===== src/hdl/sgl_pkg.sv =====
package sgl_pkg;

    // Word and bus widths
    localparam int WORD_W = 8;
    localparam int ADDR_W = 12;
    localparam int DATA_W = 32;
    localparam int SYNC_STAGES = 2;

    // Register offsets (byte addresses)
    localparam logic [11:0] OFS_CTRL = 12'h000;
    localparam logic [11:0] OFS_STATUS = 12'h004;
    localparam logic [11:0] OFS_SHIFT = 12'h008;
    localparam logic [11:0] OFS_GAIN = 12'h00C;

    // Control fields and reset value
    localparam int CTRL_LOAD_EN_BIT = 0;
    localparam logic [31:0] CTRL_RST = 32'h0000_0001;

    // Status fields
    localparam int STAT_WORD_LSB = 0;
    localparam int STAT_WIN_BIT = 8;
    localparam int STAT_TX_BIT = 9;
    localparam int STAT_SLEEP_BIT = 10;
    localparam int STAT_SHIFTING_BIT = 11;
    localparam int STAT_CNT_LSB = 12;

    // Shift register fields
    localparam int SHIFT_SLAVE_LSB = 8;

    // Reset value of datapath state and bit count limit
    localparam logic [7:0] GAIN_WORD_RST = 8'h00;
    localparam logic [3:0] BIT_CNT_MAX = 4'h8;

    // Gain map in hundredths of a dB: -18.16 dB base, 6.02 dB per step
    localparam logic [15:0] GAIN_BASE_CDB = 16'hF8E8;
    localparam logic [15:0] GAIN_STEP_CDB = 16'h025A;
    localparam logic [15:0] GAIN_TOP_CDB = 16'h0BB8;

    // Pins from the host, as one carrier
    typedef struct packed {
        logic serial_clk;
        logic serial_data;
        logic window_n;
        logic tx_on;
        logic sleep_n;
    } sgl_pins_t;

    // Load window state
    typedef enum logic [1:0] {
        SGL_HOLD = 2'b01,
        SGL_SHIFT = 2'b10
    } sgl_state_t;

endpackage : sgl_pkg


===== src/hdl/sgl_gain_map.sv =====
`timescale 1ns/1ps
module sgl_gain_map (
    // Clock and reset
    input wire logic clk_i,
    input wire logic sys_rst_i,
    // Applied gain word
    input wire logic [7:0] word_i,
    // Gain in hundredths of a dB, two's complement
    output logic [15:0] gain_cdb_o
);

    // Step index: position of the highest set bit plus one, zero for code 0
    function automatic logic [3:0] step_of(input logic [7:0] w);
        logic [3:0] s;
        s = 4'h0;
        for (int i = 0; i < 8; i++) begin
            if (w[i]) begin
                s = 4'(i + 1);
            end
        end
        return s;
    endfunction : step_of

    always_ff @(posedge clk_i or posedge sys_rst_i) begin
        if (sys_rst_i) begin
            gain_cdb_o <= sgl_pkg::GAIN_BASE_CDB;
        end else begin
            gain_cdb_o <= 16'(sgl_pkg::GAIN_BASE_CDB
                + 16'(16'(step_of(word_i)) * sgl_pkg::GAIN_STEP_CDB));
        end
    end
endmodule : sgl_gain_map


===== src/hdl/sgl_serial_gain_loader.sv =====
// The APB interface to the registers and the placing of the registers are this design's own decisions.
`timescale 1ns/1ps
// What this block does
// - Gain arrives as an 8-bit serial word on serial_gain_in, MSB first.
// - Serial word held in an 8-bit master-slave register clocked by the serial clock.
// - Rising serial clock captures into master; following falling edge moves into slave.
// - Window rising applies shifted word to gain and stops further shifting.
// - Window falling holds previous gain and opens the shift register for loading.
// - Transmission disabled while transmit_on is low, enabled while high.
// - Sleep input low selects low-power sleep; high gives normal operation.
// - Gain code maps to -18.16 dB plus 6.02 dB per major carry.
// - Serial clock edges act only after the window's falling edge.
module sgl_serial_gain_loader (
    // Clock and reset
    input wire logic clk_i,
    input wire logic sys_rst_i,
    // APB slave
    input wire logic [11:0] paddr_i,
    input wire logic psel_i,
    input wire logic penable_i,
    input wire logic pwrite_i,
    input wire logic [31:0] pwdata_i,
    input wire logic [3:0] pstrb_i,
    output logic [31:0] prdata_o,
    output logic pready_o,
    output logic pslverr_o,
    // Serial link and level pins
    input wire logic serial_clk_i,
    input wire logic serial_gain_in_i,
    input wire logic load_window_n_i,
    input wire logic transmit_on_i,
    input wire logic sleep_n_i,
    // Attenuator core and power control
    output logic [7:0] gain_word_o,
    output logic [15:0] gain_cdb_o,
    output logic gain_update_o,
    output logic transmit_enable_o,
    output logic sleep_mode_o
);

    sgl_pkg::sgl_pins_t pins_raw;
    sgl_pkg::sgl_pins_t pins_s;
    logic [$bits(sgl_pkg::sgl_pins_t)-1:0] pins_sync;
    logic sclk_d;
    logic win_d;
    logic sclk_rise;
    logic sclk_fall;
    logic win_rise;
    logic win_fall;
    sgl_pkg::sgl_state_t state;
    logic [7:0] master;
    logic [7:0] slave;
    logic [3:0] bit_cnt;
    logic load_en;
    logic shifting;
    logic apb_setup;
    logic apb_write;
    logic [31:0] next_rdata;
    logic next_err;

    // Pins pass two flip-flops as one group, keeping their relative order
    assign pins_raw = '{
        serial_clk: serial_clk_i,
        serial_data: serial_gain_in_i,
        window_n: load_window_n_i,
        tx_on: transmit_on_i,
        sleep_n: sleep_n_i
    };

    sgl_sync #(
        .W($bits(sgl_pkg::sgl_pins_t))
    ) u_sync (
        .clk_i(clk_i),
        .sys_rst_i(sys_rst_i),
        .d_i(pins_raw),
        .q_o(pins_sync)
    );

    assign pins_s = sgl_pkg::sgl_pins_t'(pins_sync);

    // Edge history of the serial clock and the load window
    always_ff @(posedge clk_i or posedge sys_rst_i) begin
        if (sys_rst_i) begin
            // Same level as the synchroniser after reset: no false window fall
            sclk_d <= 1'b0;
            win_d <= 1'b0;
        end else begin
            sclk_d <= pins_s.serial_clk;
            win_d <= pins_s.window_n;
        end
    end

    assign sclk_rise = pins_s.serial_clk & ~sclk_d;
    assign sclk_fall = ~pins_s.serial_clk & sclk_d;
    assign win_rise = pins_s.window_n & ~win_d;
    assign win_fall = ~pins_s.window_n & win_d;
    assign shifting = (state == sgl_pkg::SGL_SHIFT) & load_en;

    // Load window state machine
    always_ff @(posedge clk_i or posedge sys_rst_i) begin
        if (sys_rst_i) begin
            state <= sgl_pkg::SGL_HOLD;
        end else begin
            case (state)
                sgl_pkg::SGL_HOLD: begin
                    if (win_fall) begin
                        state <= sgl_pkg::SGL_SHIFT;
                    end
                end
                sgl_pkg::SGL_SHIFT: begin
                    if (win_rise) begin
                        state <= sgl_pkg::SGL_HOLD;
                    end
                end
                default: begin
                    state <= sgl_pkg::SGL_HOLD;
                end
            endcase
        end
    end

    // Master stage: shift in on the rising serial clock, MSB first
    always_ff @(posedge clk_i or posedge sys_rst_i) begin
        if (sys_rst_i) begin
            master <= sgl_pkg::GAIN_WORD_RST;
        end else if (shifting && sclk_rise) begin
            master <= {slave[6:0], pins_s.serial_data};
        end
    end

    // Slave stage: take the master on the falling serial clock
    always_ff @(posedge clk_i or posedge sys_rst_i) begin
        if (sys_rst_i) begin
            slave <= sgl_pkg::GAIN_WORD_RST;
        end else if (shifting && sclk_fall) begin
            slave <= master;
        end
    end

    // Bits seen in the current window, saturating
    always_ff @(posedge clk_i or posedge sys_rst_i) begin
        if (sys_rst_i) begin
            bit_cnt <= 4'h0;
        end else if (win_fall) begin
            bit_cnt <= 4'h0;
        end else if (shifting && sclk_rise && bit_cnt != sgl_pkg::BIT_CNT_MAX) begin
            bit_cnt <= 4'(bit_cnt + 4'h1);
        end
    end

    // Output latch: updated only on the window's rising edge
    always_ff @(posedge clk_i or posedge sys_rst_i) begin
        if (sys_rst_i) begin
            gain_word_o <= sgl_pkg::GAIN_WORD_RST;
            gain_update_o <= 1'b0;
        end else begin
            gain_update_o <= 1'b0;
            if (state == sgl_pkg::SGL_SHIFT && win_rise && load_en) begin
                gain_word_o <= master;
                gain_update_o <= 1'b1;
            end
        end
    end

    sgl_gain_map u_gain_map (
        .clk_i(clk_i),
        .sys_rst_i(sys_rst_i),
        .word_i(gain_word_o),
        .gain_cdb_o(gain_cdb_o)
    );

    // Transmit enable and sleep levels
    always_ff @(posedge clk_i or posedge sys_rst_i) begin
        if (sys_rst_i) begin
            transmit_enable_o <= 1'b0;
            sleep_mode_o <= 1'b0;
        end else begin
            transmit_enable_o <= pins_s.tx_on;
            sleep_mode_o <= ~pins_s.sleep_n;
        end
    end

    // APB: no wait states, answer in the first access cycle
    assign apb_setup = psel_i & ~penable_i;
    assign apb_write = psel_i & penable_i & pready_o & pwrite_i;

    always_comb begin
        next_rdata = 32'h0000_0000;
        next_err = 1'b0;
        if (paddr_i == sgl_pkg::OFS_CTRL) begin
            next_rdata[sgl_pkg::CTRL_LOAD_EN_BIT] = load_en;
        end else if (paddr_i == sgl_pkg::OFS_STATUS) begin
            next_rdata[sgl_pkg::STAT_WORD_LSB +: 8] = gain_word_o;
            next_rdata[sgl_pkg::STAT_WIN_BIT] = pins_s.window_n;
            next_rdata[sgl_pkg::STAT_TX_BIT] = transmit_enable_o;
            next_rdata[sgl_pkg::STAT_SLEEP_BIT] = sleep_mode_o;
            next_rdata[sgl_pkg::STAT_SHIFTING_BIT] = shifting;
            next_rdata[sgl_pkg::STAT_CNT_LSB +: 4] = bit_cnt;
        end else if (paddr_i == sgl_pkg::OFS_SHIFT) begin
            next_rdata[7:0] = master;
            next_rdata[sgl_pkg::SHIFT_SLAVE_LSB +: 8] = slave;
        end else if (paddr_i == sgl_pkg::OFS_GAIN) begin
            next_rdata[15:0] = gain_cdb_o;
        end else begin
            next_err = 1'b1;
        end
    end

    always_ff @(posedge clk_i or posedge sys_rst_i) begin
        if (sys_rst_i) begin
            pready_o <= 1'b0;
            pslverr_o <= 1'b0;
            prdata_o <= 32'h0000_0000;
        end else begin
            pready_o <= apb_setup;
            pslverr_o <= apb_setup & next_err;
            if (apb_setup && !pwrite_i) begin
                prdata_o <= next_rdata;
            end else begin
                prdata_o <= 32'h0000_0000;
            end
        end
    end

    // Control register: load enable gates the whole serial path
    always_ff @(posedge clk_i or posedge sys_rst_i) begin
        if (sys_rst_i) begin
            load_en <= sgl_pkg::CTRL_RST[sgl_pkg::CTRL_LOAD_EN_BIT];
        end else if (apb_write && paddr_i == sgl_pkg::OFS_CTRL && pstrb_i[0]) begin
            load_en <= pwdata_i[sgl_pkg::CTRL_LOAD_EN_BIT];
        end
    end
endmodule : sgl_serial_gain_loader


===== src/hdl/sgl_sync.sv =====
`timescale 1ns/1ps
module sgl_sync #(
    parameter int W = 5
) (
    // Clock and reset
    input wire logic clk_i,
    input wire logic sys_rst_i,
    // Asynchronous levels in, synchronised levels out
    input wire logic [W-1:0] d_i,
    output logic [W-1:0] q_o
);

    logic [W-1:0] meta;

    // First stage feeds only the second stage
    always_ff @(posedge clk_i or posedge sys_rst_i) begin
        if (sys_rst_i) begin
            meta <= '0;
            q_o <= '0;
        end else begin
            meta <= d_i;
            q_o <= meta;
        end
    end

endmodule : sgl_sync

===== config.mk =====
export PLATFORM = sky130hd
export DESIGN_NAME = sgl_serial_gain_loader
export DESIGN_NICKNAME = d
export VERILOG_FILES = /design/src/hdl/sgl_pkg.sv /design/src/hdl/sgl_gain_map.sv /design/src/hdl/sgl_serial_gain_loader.sv /design/src/hdl/sgl_sync.sv
export SDC_FILE = /design/constraint.sdc
export NUM_CORES = 1
export LEC_CHECK = 0
export ABC_AREA = 1
export BUFFER_PORTS_ARGS = -buffer_cell sky130_fd_sc_hd__buf_2
export CAP_MARGIN = 15
export CORE_MARGIN = 1
export CORE_UTILIZATION = 40
export DETAILED_ROUTE_END_ITERATION = 10
export GPL_TIMING_DRIVEN = 0
export PLACE_DENSITY = 0.66
export SETUP_SLACK_MARGIN = 0.02
export SLEW_MARGIN = 5
export SYNTH_ARGS = -nofsm -noshare
export SYNTH_HDL_FRONTEND = slang
export SYNTH_HIERARCHICAL = 1
export SYNTH_SLANG_ARGS = --single-unit

===== constraint.sdc =====
create_clock -name clk_i -period 2.7 [get_ports clk_i]
set_input_delay 0.54 -clock clk_i [delete_from_list [all_inputs] [get_ports clk_i]]
set_output_delay 0.54 -clock clk_i [all_outputs]
set_load 0.02 [all_outputs]

==> results of run 1 <==
layout by cell type (no fill, tap or decap), types with 16 or more instances in the layout:
cell type   n
buf_2      76
buf_4      28
conb_1     18
dfrtp_1    65
inv_1      53
nand2_1    66
nand3_1    58
nor2_1     58
nor2_2     16
o21ai_0    25
sequential cells by signal (all words and copies together), names as in the netlist, 2 cells and up:
signal and flops:
master 8, u_sync/q_o 5, state 2, bit_cnt 4
u_gain_map/gain_cdb_o 15, gain_word_o 8, slave 8, prdata_o 16
u_sync/meta 5
routing by layer:
metal	vias up	global-route usage, %	share of wire (%)
met2	88	32.2	49
met3	13	2.98	4.4
li1	1638	-	-
met4	0	7.47	2.0
met5	-	0	0
met1	1568	25.1	44
worst register-to-register path: stages, from the launching register on:
cell	delay (ns)
dfrtp_1	0.42
buf_4	0.17
o21ai_4	0.19
a21oi_4	0.09
ha_1	0.20
inv_1	0.07
fa_2	0.47
inv_2	0.11
nand3_2	0.10
nand2_4	0.11
nand4_1	0.11
nand3_1	0.12
nand2_2	0.09
buf_4	0.14
nor2_1	0.09
nor2_1	0.04
per-stage QoR:
step | setup WS, ns | hold WS (ns) | utilization [%]
after floorplan | 0.0313 | 0.331 | -
after global routing | -0.0771 | 0.205 | 51.2
after global placement | -0.182 | 0.332 | 47.1
after detailed placement | -0.214 | 0.335 | 47.3
after CTS | 0.0479 | 0.191 | 50.3
final | 0.0468 | 0.195 | 51.2
power by group through the flow:
stage / clock, W / sequential, W / combinational, W
2_1_floorplan: 0 / 0.00129 / 0.000148
3_3_place_gp: 0 / 0.00128 / 0.000224
3_5_place_dp: 0 / 0.00128 / 0.000234
4_1_cts: 0.000859 / 0.00126 / 0.000243
5_1_grt: 0.000897 / 0.00126 / 0.000278
6_report: 0.000841 / 0.00126 / 0.000247
worst max path at each step:
stage	slack (ns)	endpoint	depth (start not counted)	from
6_report	0.05	u_gain_map/gain_cdb_o[10]$_DFF_PP0_	15	gain_word_o[1]$_DFFE_PP0P_
3_5_place_dp	-0.21	u_gain_map/gain_cdb_o[10]$_DFF_PP0_	13	gain_word_o[0]$_DFFE_PP0P_
4_1_cts	0.05	u_gain_map/gain_cdb_o[10]$_DFF_PP0_	13	gain_word_o[1]$_DFFE_PP0P_
5_1_grt	-0.08	u_gain_map/gain_cdb_o[10]$_DFF_PP0_	15	gain_word_o[1]$_DFFE_PP0P_
3_3_place_gp	-0.18	u_gain_map/gain_cdb_o[10]$_DFF_PP0_	14	gain_word_o[1]$_DFFE_PP0P_
2_1_floorplan	0.03	u_gain_map/gain_cdb_o[10]$_DFF_PP0_	15	gain_word_o[1]$_DFFE_PP0P_
kinds of logic (layout without fill, tap and decap cells):
| group | count (synthesis) | count (layout) | synth area share [%] |
|---|---|---|---|
| flops | 79 | 79 | 49.2 |
| buf+inv | 96 | 188 | 11.3 |
| other cells | 2 | 18 | 0.186 |
| fa+ha+maj | 12 | 12 | 4.09 |
| compound gates | 40 | 40 | 5.35 |
| simple gates | 230 | 230 | 27.1 |
| xor+xnor | 8 | 8 | 2.20 |
| mux | 2 | 2 | 0.557 |
final cells by class:
cell class / instances / share of cell area (%)
tap: 133 / 3.33
buffer: 31 / 4.20
clock buffer: 9 / 2.48
multi-input combinational: 310 / 35.6
timing repair buffer: 76 / 8.31
inverter: 65 / 4.93
clock inverter: 7 / 1.28
sequential: 79 / 39.9
repair_timing:
item | CTS | global route
pin swaps | 11 | 17
cloned | 0 | 0
buffers inserted | 7 | 1
setup endpoints to repair | 7 | 5
gates resized for setup | 12 | 19
hold buffers | 0 | 0
==> run metrics, run 1 <==
status completed; startpoint types flip-flop; hold crit path type input pin to async pin; Vias between 3000 and 4000; share of post-route cells with drive strength above 1 a little over a third; Worst-Margin Slew 0.555 ns; Fin Setup TNS 0 ns; Area Growth Syn to Fin 23.7%; core area 9770 µm²; Total Wirelength 9520 µm; critical path peak fanout 4; 1st-iter DRT viols between 150 and 200; Synth Flop Type dfrtp_1; Ys Warns 6; Worst Path Required 2.95 ns; vias in the first global route 3166; Max VDD drop approximately 0.00022 V; vias per inst approximately 4.7; clock root buffer clkbuf_8; area of the multi-input gates between 1500 and 2000 µm²; MaxCap Viol Count 0; # setup viols final 0; asr flop ratio synth 100%; most frequent cell after synthesis nand2_1; Seq. cell area roughly 2000 µm²; Avg WL per Cell about 13 µm; placed cell count around 690; Tmin final about 2.7 ns; gp weighted congestion roughly 0.9; row cnt 36; top cells by area, synth dfrtp_1 42%, nand3_1 7.4%, dfstp_2 7.1%, nand2_1 6.4%, nor2_1 5.7%; fin nets about 640; Initial Utilization about two fifths; Post-Synthesis Cells between 400 and 500; PortBufs 67; post-synthesis sequential area ratio about half; Worst Setup Path Type flip-flop to flip-flop; Worst R2R End u_gain_map/gain_cdb_o[10]$_DFF_PP0_; post-synthesis cell area a little over 4000 µm²; worst r2r src gain_word_o[1]$_DFFE_PP0P_; P_leak ~2.5 nW; CP Buf/Inv Count 4; slowest CP cell fa_2; antenna viol nets, final 0; Num CTS Buffers 9; max incr delay on CP 0.47 ns; clock slew at reported path FFs 0.09 ns; EDFF count, synth 0; share of total power in sequential cells about 54%; Worst Setup End Kind flip-flop; WP data arrival approximately 2.9 ns; design area about 5000 µm²; CP cell instances buf_4, o21ai_4, a21oi_4, ha_1, inv_1, fa_2, inv_2, nand3_2, nand2_4, nand4_1, nand3_1, nand2_2, buf_4, nor2_1, nor2_1; post-synth cell types 35; area leader, netlist dfrtp_1; FF-to-FF path depth 15; sw power about 0.00067 W; largest net degree at the start of global routing 30; Final HPWL DP between 7000 and 8000 µm; Power Total 0.00234 W; Internal Power approximately 0.0017 W; clock skew 0.00755 ns; share of the synthesized area in the top cell type a little over two fifths; Worst path top cell family by delay adder cells; CTS Sinks 79; # IOs approximately 120; non-filler cells, final slightly above 700; R2R setup slack 0.05 ns; die height around 100 µm; unrepaired setup endpoints after global routing true; worst-skew pair later-pin latency around 0.36 ns; gr ovfl total 0; Post-synth top cells 69 x nand2_1, 68 x dfrtp_1, 61 x nor2_1; total global-route track usage 19.2%; clock power share between 30 and 40%; first-pass GRT wire length 15100 µm; CTS H-tree lvls 3; slew margin rel. between 60 and 70%; sw frac between 20% and 30%; final hold violations 0; Yosys reg bits 79; initial antenna violation count 0; Die Area ~11000 µm²; CTS Buffer Depth 2; CTS tree yes; DIE WIDTH a little over 100 µm; Inserted Diodes 0; DP Area ~4600 µm²; Avg Inst Size Synth 8.62 µm²; power share of the combinational group a little over a tenth; filler cell count 952; Power Density 469 nW/µm²; drc violations 0; Highest Clock Rate ~0.38 GHz; Final Max Slew Viols 0; Tcrit/Tclk final between 90% and 100%; Pre-antenna DRT Iters 4
Power figures use the tool's default switching activity.
==> inputs of run 2 (changes only) <==
--- a/config.mk
+++ b/config.mk
@@ -5,16 +5,17 @@
 export SDC_FILE = /design/constraint.sdc
 export NUM_CORES = 1
 export LEC_CHECK = 0
-export ABC_AREA = 1
 export BUFFER_PORTS_ARGS = -buffer_cell sky130_fd_sc_hd__buf_2
 export CAP_MARGIN = 15
+export CELL_PAD_IN_SITES_DETAIL_PLACEMENT = 1
+export CELL_PAD_IN_SITES_GLOBAL_PLACEMENT = 1
 export CORE_MARGIN = 1
 export CORE_UTILIZATION = 40
 export DETAILED_ROUTE_END_ITERATION = 10
 export GPL_TIMING_DRIVEN = 0
-export PLACE_DENSITY = 0.66
+export PLACE_DENSITY = 0.82
 export SETUP_SLACK_MARGIN = 0.02
-export SLEW_MARGIN = 5
+export SLEW_MARGIN = 20
 export SYNTH_ARGS = -nofsm -noshare
 export SYNTH_HDL_FRONTEND = slang
 export SYNTH_HIERARCHICAL = 1
==> run 2 against run 1 <==
The run now ends with setup timing left. Clock power is 4.4% higher. Sequential share of layout area is 1.6 points lower. Wire length is 19% higher. First-iteration DRC count is 48% lower. Synthesized cell count is 26% lower. Sequential power is 4% lower. Critical endpoint unchanged. Power is 4.6% lower. Non-clock buffer count is 21 higher. Core utilization is 4.3 points higher.
==> run metrics, run 2 <==
status finished, violations left; failing checks setup timing; CTS tree yes; Reg with most FFs prdata_o; Worst Path Required 2.93 ns (-0.02 ns); Die Area 10300 µm² (-1.8%); clock slew at reported path FFs 0.09 ns (about the same); Final Max Slew Viols 0 (unchanged); CTS Buffer Depth 2 (unchanged); Post-Synthesis Cells 345 (-26%); Largest register FFs 16 (unchanged); Setup WS post-layout -0.530 ns (-0.577 ns); vias per inst 5.14 (+10%); EDFF count, synth 0 (unchanged); design area 5230 µm² (+4.5%); Ys Warns 6 (unchanged); Max VDD drop 0.000297 V (+36%); worst r2r src gain_word_o[6]$_DFFE_PP0P_; area leader, netlist dfrtp_1; 1st-iter DRT viols 91 (-48%); Tcrit/Tclk final 120% (+21 points); Power Density 428 nW/µm² (-8.7%); Pre-antenna DRT Iters 4 (unchanged); Worst-Margin Slew 0.658 ns (+0.102 ns); most frequent cell after synthesis dfrtp_1; slew margin rel. 56.1% (-6.6 points); clock skew 0.0148 ns (+0.00727 ns); most frequent cells in the layout 67 x buf_2, 60 x dfrtp_1, 46 x buf_4; gr ovfl total 0 (unchanged); Vias 3079 (-6.9%); Final HPWL DP 7740 µm (+6.3%); post-synthesis cell area 3970 µm² (-1.8%); hold crit path type input pin to async pin; final hold violations 0 (unchanged); MaxCap Viol Count 0 (unchanged); initial antenna violation count 0 (unchanged); WP data arrival 3.46 ns (+0.55 ns); startpoint types flip-flop; crit path from gain_word_o[6]$_DFFE_PP0P_; drc violations 0 (unchanged); # IOs 119 (unchanged); largest registers prdata_o: 16 flops, u_gain_map/gain_cdb_o: 15 flops; Worst R2R End u_gain_map/gain_cdb_o[10]$_DFF_PP0_; FF-to-FF path depth 11 (-4); Area Growth Syn to Fin 31.7%; top cells by area, synth dfrtp_1 43%, mux2_2 7.4%, dfstp_2 7.3%, nor2_1 3.8%, nor4_2 3.5%; # setup viols final 8 (+8); row cnt 35 (-2.8%); first-pass GRT wire length 16900 µm (+12%); P_leak 2.58 nW (+3.5%); R2R setup slack -0.53 ns (-0.58 ns); Avg Inst Size Synth 11.5 µm² (+33%); CTS Sinks 79 (unchanged); Highest Clock Rate 0.310 GHz (-18%); critical path peak fanout 4 (unchanged); antenna viol nets, final 0 (unchanged); Worst Setup Path Type flip-flop to flip-flop; Post-synth top cells 68 x dfrtp_1, 40 x nor2_1, 26 x mux2_2; Yosys reg bits 79 (unchanged); die height 102 µm (-0.90%); clock root buffer clkbuf_8; Inserted Diodes 0 (unchanged); Fin Setup TNS -2.96 ns (-2.96 ns); CTS H-tree lvls 3 (unchanged); core area 9420 µm² (-3.7%); worst-skew pair later-pin latency 0.36 ns (about the same); Synth Flop Type dfrtp_1; most common cell after layout, fill and taps aside buf_2; share of post-route cells with drive strength above 1 51.1% (+16 points); largest net degree at the start of global routing 55 (+83%); fin nets 535 (-17%); post-synthesis sequential area ratio 50.2% (+0.92 points); Tmin final 3.23 ns (+0.577 ns); Avg WL per Cell 18.9 µm (+41%); DP Area 4580 µm² (-1.0%); post-synth cell types 64 (+83%); Total Wirelength 11300 µm (+19%); Worst Setup End Kind flip-flop; Worst Setup EP u_gain_map/gain_cdb_o[10]$_DFF_PP0_; Num CTS Buffers 9 (unchanged); vias in the first global route 3230 (+2.0%); gp weighted congestion 0.811 (-8.4%); asr flop ratio synth 100% (unchanged); share of the synthesized area in the top cell type 42.9% (+0.78 points); Seq. cell area 2000 µm² (+0.31%); unrepaired setup endpoints after global routing true; area of the multi-input gates 1980 µm² (+11%); DIE WIDTH 102 µm (-0.90%); filler cell count 1033 (+8.5%); total global-route track usage 22.2% (+3.0 points); PortBufs 65 (-3.0%); Initial Utilization 42.2% (+0.79 points)
[run 2: per-layer routing]
layer / up-vias / track usage [%] / share of wire (%)
li1: 1418 / - / -
met1: 1553 / 26.7 / 40
met2: 92 / 39.7 / 54
met3: 16 / 4.76 / 4.3
met4: 0 / 6.58 / 1.4
met5: - / 0 / 0
[run 2: critical path, stage by stage, from the launching register on]
cell and delay (ns):
dfrtp_2 0.46, buf_12 0.14, nor4_4 0.39, nor2_4 0.12, ha_4 0.18, ha_4 0.16, fa_2 0.42, or4b_1 0.54
mux2i_1 0.18, o211a_1 0.28, nand2_2 0.09, xnor2_2 0.14
[run 2: report_power, final]
part	internal, W	switching [W]	leakage [nW]
clock network	0.000432	0.000446	0.0968
logic	0.0000515	0.0000979	1.47
registers	0.00120	0.00000788	1.01
total	0.00168	0.000552	2.58
[run 2: layout make-up]
class                   count  area share, %
flip-flops and latches     79           38.3
multi-input cells         231           37.8
repair buffers             98           11.4
plain buffers              30           4.43
well taps                 129           3.09
clock buffers              10           2.44
clock inverters             6           1.32
inverters                  16           1.20
[run 2: cells by family after synthesis]
kind of cell    synth area share, %
compound gates                 9.39
xor+xnor                       2.62
fa+ha+maj                      4.16
buf+inv                        7.88
flops                          50.2
mux                            8.20
other cells                   0.189
simple gates                   17.4
[run 2: how the worst min path moves through the flow]
stage,startpoint,to,cells after the start
2_1_floorplan,u_sync/q_o[1]$_DFF_PP0_,transmit_enable_o$_DFF_PP0_,0
3_3_place_gp,u_sync/q_o[1]$_DFF_PP0_,transmit_enable_o$_DFF_PP0_,0
3_5_place_dp,u_sync/meta[4]$_DFF_PP0_,u_sync/q_o[4]$_DFF_PP0_,0
4_1_cts,sys_rst_i,u_sync/meta[2]$_DFF_PP0_,2
5_1_grt,sys_rst_i,u_sync/meta[2]$_DFF_PP0_,2
6_report,sys_rst_i,u_sync/q_o[4]$_DFF_PP0_,2
[run 2: timing repair]
action | CTS | global route
hold buffers | 0 | 0
pin swaps | 24 | 21
setup endpoints to repair | 9 | 8
hold endpoints to repair | 0 | 0
buffers inserted | 18 | 15
gates resized for setup | 31 | 10
[run 2: metrics by stage]
step	std cells	hold slack (ns)	worst slack (ns)	util, %	total power, W
6_report	599	0.194	-0.530	55.5	0.00223
5_1_grt	599	0.215	-0.600	55.5	0.00232
4_1_cts	585	0.189	-0.448	53.6	0.00225
3_5_place_dp	555	0.336	-0.729	48.6	0.00138
3_3_place_gp	555	0.333	-0.632	48.6	0.00137
2_1_floorplan	361	0.331	-0.305	-	0.00133
==> inputs of run 3 (changes only) <==
--- a/config.mk
+++ b/config.mk
@@ -10,11 +10,11 @@
 export CELL_PAD_IN_SITES_DETAIL_PLACEMENT = 1
 export CELL_PAD_IN_SITES_GLOBAL_PLACEMENT = 1
 export CORE_MARGIN = 1
-export CORE_UTILIZATION = 40
+export CORE_UTILIZATION = 41
+export CTS_BUF_LIST = sky130_fd_sc_hd__clkbuf_4 sky130_fd_sc_hd__clkbuf_8
 export DETAILED_ROUTE_END_ITERATION = 10
 export GPL_TIMING_DRIVEN = 0
-export PLACE_DENSITY = 0.82
-export SETUP_SLACK_MARGIN = 0.02
+export PLACE_DENSITY = 0.84
 export SLEW_MARGIN = 20
 export SYNTH_ARGS = -nofsm -noshare
 export SYNTH_HDL_FRONTEND = slang
==> run 3 against run 2 <==
The flow still finishes with violations (setup timing). Sequential share of layout area is 0.79 points higher. Via count is 2.8% lower. Power is 0.90% higher. Wire length is 5.5% lower. First-iteration DRC count is 19% lower. Die area is 2.4% lower. Clock-buffer cell count stayed put. Sequential power hardly changed. Cell count is 1.2% lower. Clock skew is 0.00076 ns higher. Sequential cell count stayed put. Highest routed layer unchanged.
==> run metrics, run 3 (synthesis gave the netlist of run 2 again) <==
Power Density 440 nW/µm² (+3.0%); share of total power in sequential cells 53.5% (-0.5 points); DIE WIDTH 100 µm (-1.2%); final hold violations 0 (unchanged); most frequent cells in the layout 67 x buf_2, 60 x dfrtp_1, 40 x buf_4; hold-fix buffers at CTS 0 (unchanged); vias per inst 5.06 (-1.6%); Worst Path Required 2.94 ns (about the same); Worst Setup End Kind flip-flop; status finished, violations left; Highest Clock Rate 0.319 GHz (+3.1%); Avg WL per Cell 18.1 µm (-4.3%); unrepaired setup endpoints after global routing true; failing checks setup timing; Worst R2R End u_gain_map/gain_cdb_o[10]$_DFF_PP0_; Final Max Slew Viols 0 (unchanged); clock slew at reported path FFs 0.09 ns (about the same); core area 9330 µm² (-0.93%); PortBufs 65 (unchanged); worst-skew pair later-pin latency 0.36 ns (about the same); largest registers prdata_o: 16 flops, u_gain_map/gain_cdb_o: 15 flops; Max VDD drop 0.000234 V (-21%); hold crit path type input pin to async pin; Largest register FFs 16 (unchanged); Area Growth Syn to Fin 29.0%; gp weighted congestion 0.819 (+0.92%); Worst Setup Path Type flip-flop to flip-flop; max incr delay on CP 0.51 ns (-0.03 ns); filler cell count 1044 (+1.1%); clock power share 39.8% (+0.5 points); gr ovfl total 0 (unchanged); Num CTS Buffers 9 (unchanged); power share of the combinational group 6.7% (about the same); initial antenna violation count 0 (unchanged); P_leak 2.52 nW (-2.3%); sw frac 24.8% (+0.13 points); # setup viols final 7 (-1); largest net degree at the start of global routing 37 (-33%); Initial Utilization 42.5% (+0.40 points); share of post-route cells with drive strength above 1 50.1% (-0.96 points); slowest CP cell or4b_1; FF-to-FF path depth 12 (+1); placed cell count 556 (+0.18%); CTS Sinks 79 (unchanged); startpoint types flip-flop; WP data arrival 3.37 ns (-0.09 ns); worst r2r src gain_word_o[0]$_DFFE_PP0P_; total global-route track usage 22.8% (+0.61 points); vias in the first global route 3282 (+1.6%); Pre-antenna DRT Iters 4 (unchanged); slew margin rel. 61.1% (+4.9 points); die height 100 µm (-1.2%); Tcrit/Tclk final 116% (-3.6 points); Layout Utilization 54.9% (-0.61 points); Total Wirelength 10700 µm (-5.5%); first-pass GRT wire length 17100 µm (+1.6%); CTS tree yes; R2R setup slack -0.43 ns (+0.10 ns); CTS Buffer Depth 2 (unchanged); antenna viol nets, final 0 (unchanged); clock root buffer clkbuf_8; Min Hold Slack 0.178 ns (-0.0161 ns); Setup WS post-layout -0.433 ns (+0.0968 ns); Worst-Margin Slew 0.584 ns (-0.0744 ns); CP cell instances a21oi_2, o21bai_1, a21oi_2, nor2_4, ha_4, ha_4, fa_2, or4b_1, mux2i_1, o211a_1, nand2_2, xnor2_1; sw power 0.000560 W (+1.4%); Die Area 10100 µm² (-2.4%); Tmin final 3.13 ns (-0.0968 ns); fin nets 528 (-1.3%); non-filler cells, final 592 (-1.2%); clock skew 0.0156 ns (+0.000761 ns); Internal Power 0.00170 W (+0.72%); 1st-iter DRT viols 74 (-19%); Final HPWL DP 7780 µm (+0.48%); # IOs 119 (unchanged); Reg with most FFs prdata_o; most common cell after layout, fill and taps aside buf_2; row cnt 35 (unchanged); Vias 2994 (-2.8%); critical path peak fanout 4 (unchanged); Inserted Diodes 0 (unchanged); MaxCap Viol Count 0 (unchanged); Fin Setup TNS -2.31 ns (+0.652 ns); CTS H-tree lvls 3 (unchanged); drc violations 0 (unchanged)
## run 3: changes by cell type in the layout (fill, tap and decap cells not counted), sizes merged
cell | previous run | this run
clkinvlp | 1 | 3
clkinv | 3 | 1
buf | 120 | 113
## run 3: routing by layer
layer,up-vias,part of all wire [%],GRT usage [%]
met5,-,0,0
met4,0,1.4,8.70
met3,10,3.2,4.18
met2,73,54,41.1
met1,1515,42,26.8
li1,1396,-,-
## run 3: power groups by stage
stage | clock network [W] | logic [W] | registers, W
after floorplan | 0 | 0.0000995 | 0.00123
after global placement | 0 | 0.000144 | 0.00123
after detailed placement | 0 | 0.000151 | 0.00123
after CTS | 0.000915 | 0.000152 | 0.00121
after global routing | 0.000966 | 0.000167 | 0.00121
final | 0.000898 | 0.000150 | 0.00121
## run 3: through the flow
step	power (W)	instance area, µm²	setup WS [ns]
finish	0.00225	5120	-0.433
detailed placement	0.00138	4600	-0.692
global placement	0.00137	4580	-0.654
floorplan	0.00133	4090	-0.305
global route	0.00234	5120	-0.522
CTS	0.00227	5020	-0.481
## run 3: worst max-delay path by stage
stage               cells past startpoint                             endpoint  slack (ns)                        from
floorplan                              11  u_gain_map/gain_cdb_o[10]$_DFF_PP0_       -0.31  gain_word_o[6]$_DFFE_PP0P_
global placement                       13   u_gain_map/gain_cdb_o[9]$_DFF_PP0_       -0.65  gain_word_o[0]$_DFFE_PP0P_
detailed placement                     13   u_gain_map/gain_cdb_o[9]$_DFF_PP0_       -0.69  gain_word_o[0]$_DFFE_PP0P_
CTS                                    14  u_gain_map/gain_cdb_o[10]$_DFF_PP0_       -0.48  gain_word_o[1]$_DFFE_PP0P_
global route                           12  u_gain_map/gain_cdb_o[10]$_DFF_PP0_       -0.52  gain_word_o[0]$_DFFE_PP0P_
finish                                 12  u_gain_map/gain_cdb_o[10]$_DFF_PP0_       -0.43  gain_word_o[0]$_DFFE_PP0P_
## run 3: timing repair
action | in CTS | in global routing
pin swaps | 19 | 15
endpoints found under the setup margin | 9 | 8
setup buffers | 16 | 8
gates resized for setup | 23 | 13
## run 3: worst max-delay path, delay by kind of cell (launching register included)
| kind | cells | cell delay, ns |
|---|---|---|
| AOI/OAI and AO/OA | 4 | 0.80 |
| xor gates and xnor gates | 1 | 0.13 |
| adders and majority gates | 3 | 0.80 |
| DFF | 1 | 0.44 |
| muxes | 1 | 0.18 |
| and+or+nand+nor | 3 | 0.68 |
## run 3: cell type report
| type | instances | area [µm²] | area share [%] |
|---|---|---|---|
| clock buffer | 10 | 131 | 2.57 |
| sequential | 79 | 2000 | 39.1 |
| clock inverter | 6 | 70.1 | 1.37 |
| timing repair buffer | 90 | 529 | 10.3 |
| tap | 129 | 161 | 3.15 |
| buffer | 31 | 243 | 4.74 |
| multi-input combinational | 231 | 1920 | 37.6 |
| inverter | 16 | 60.1 | 1.17 |
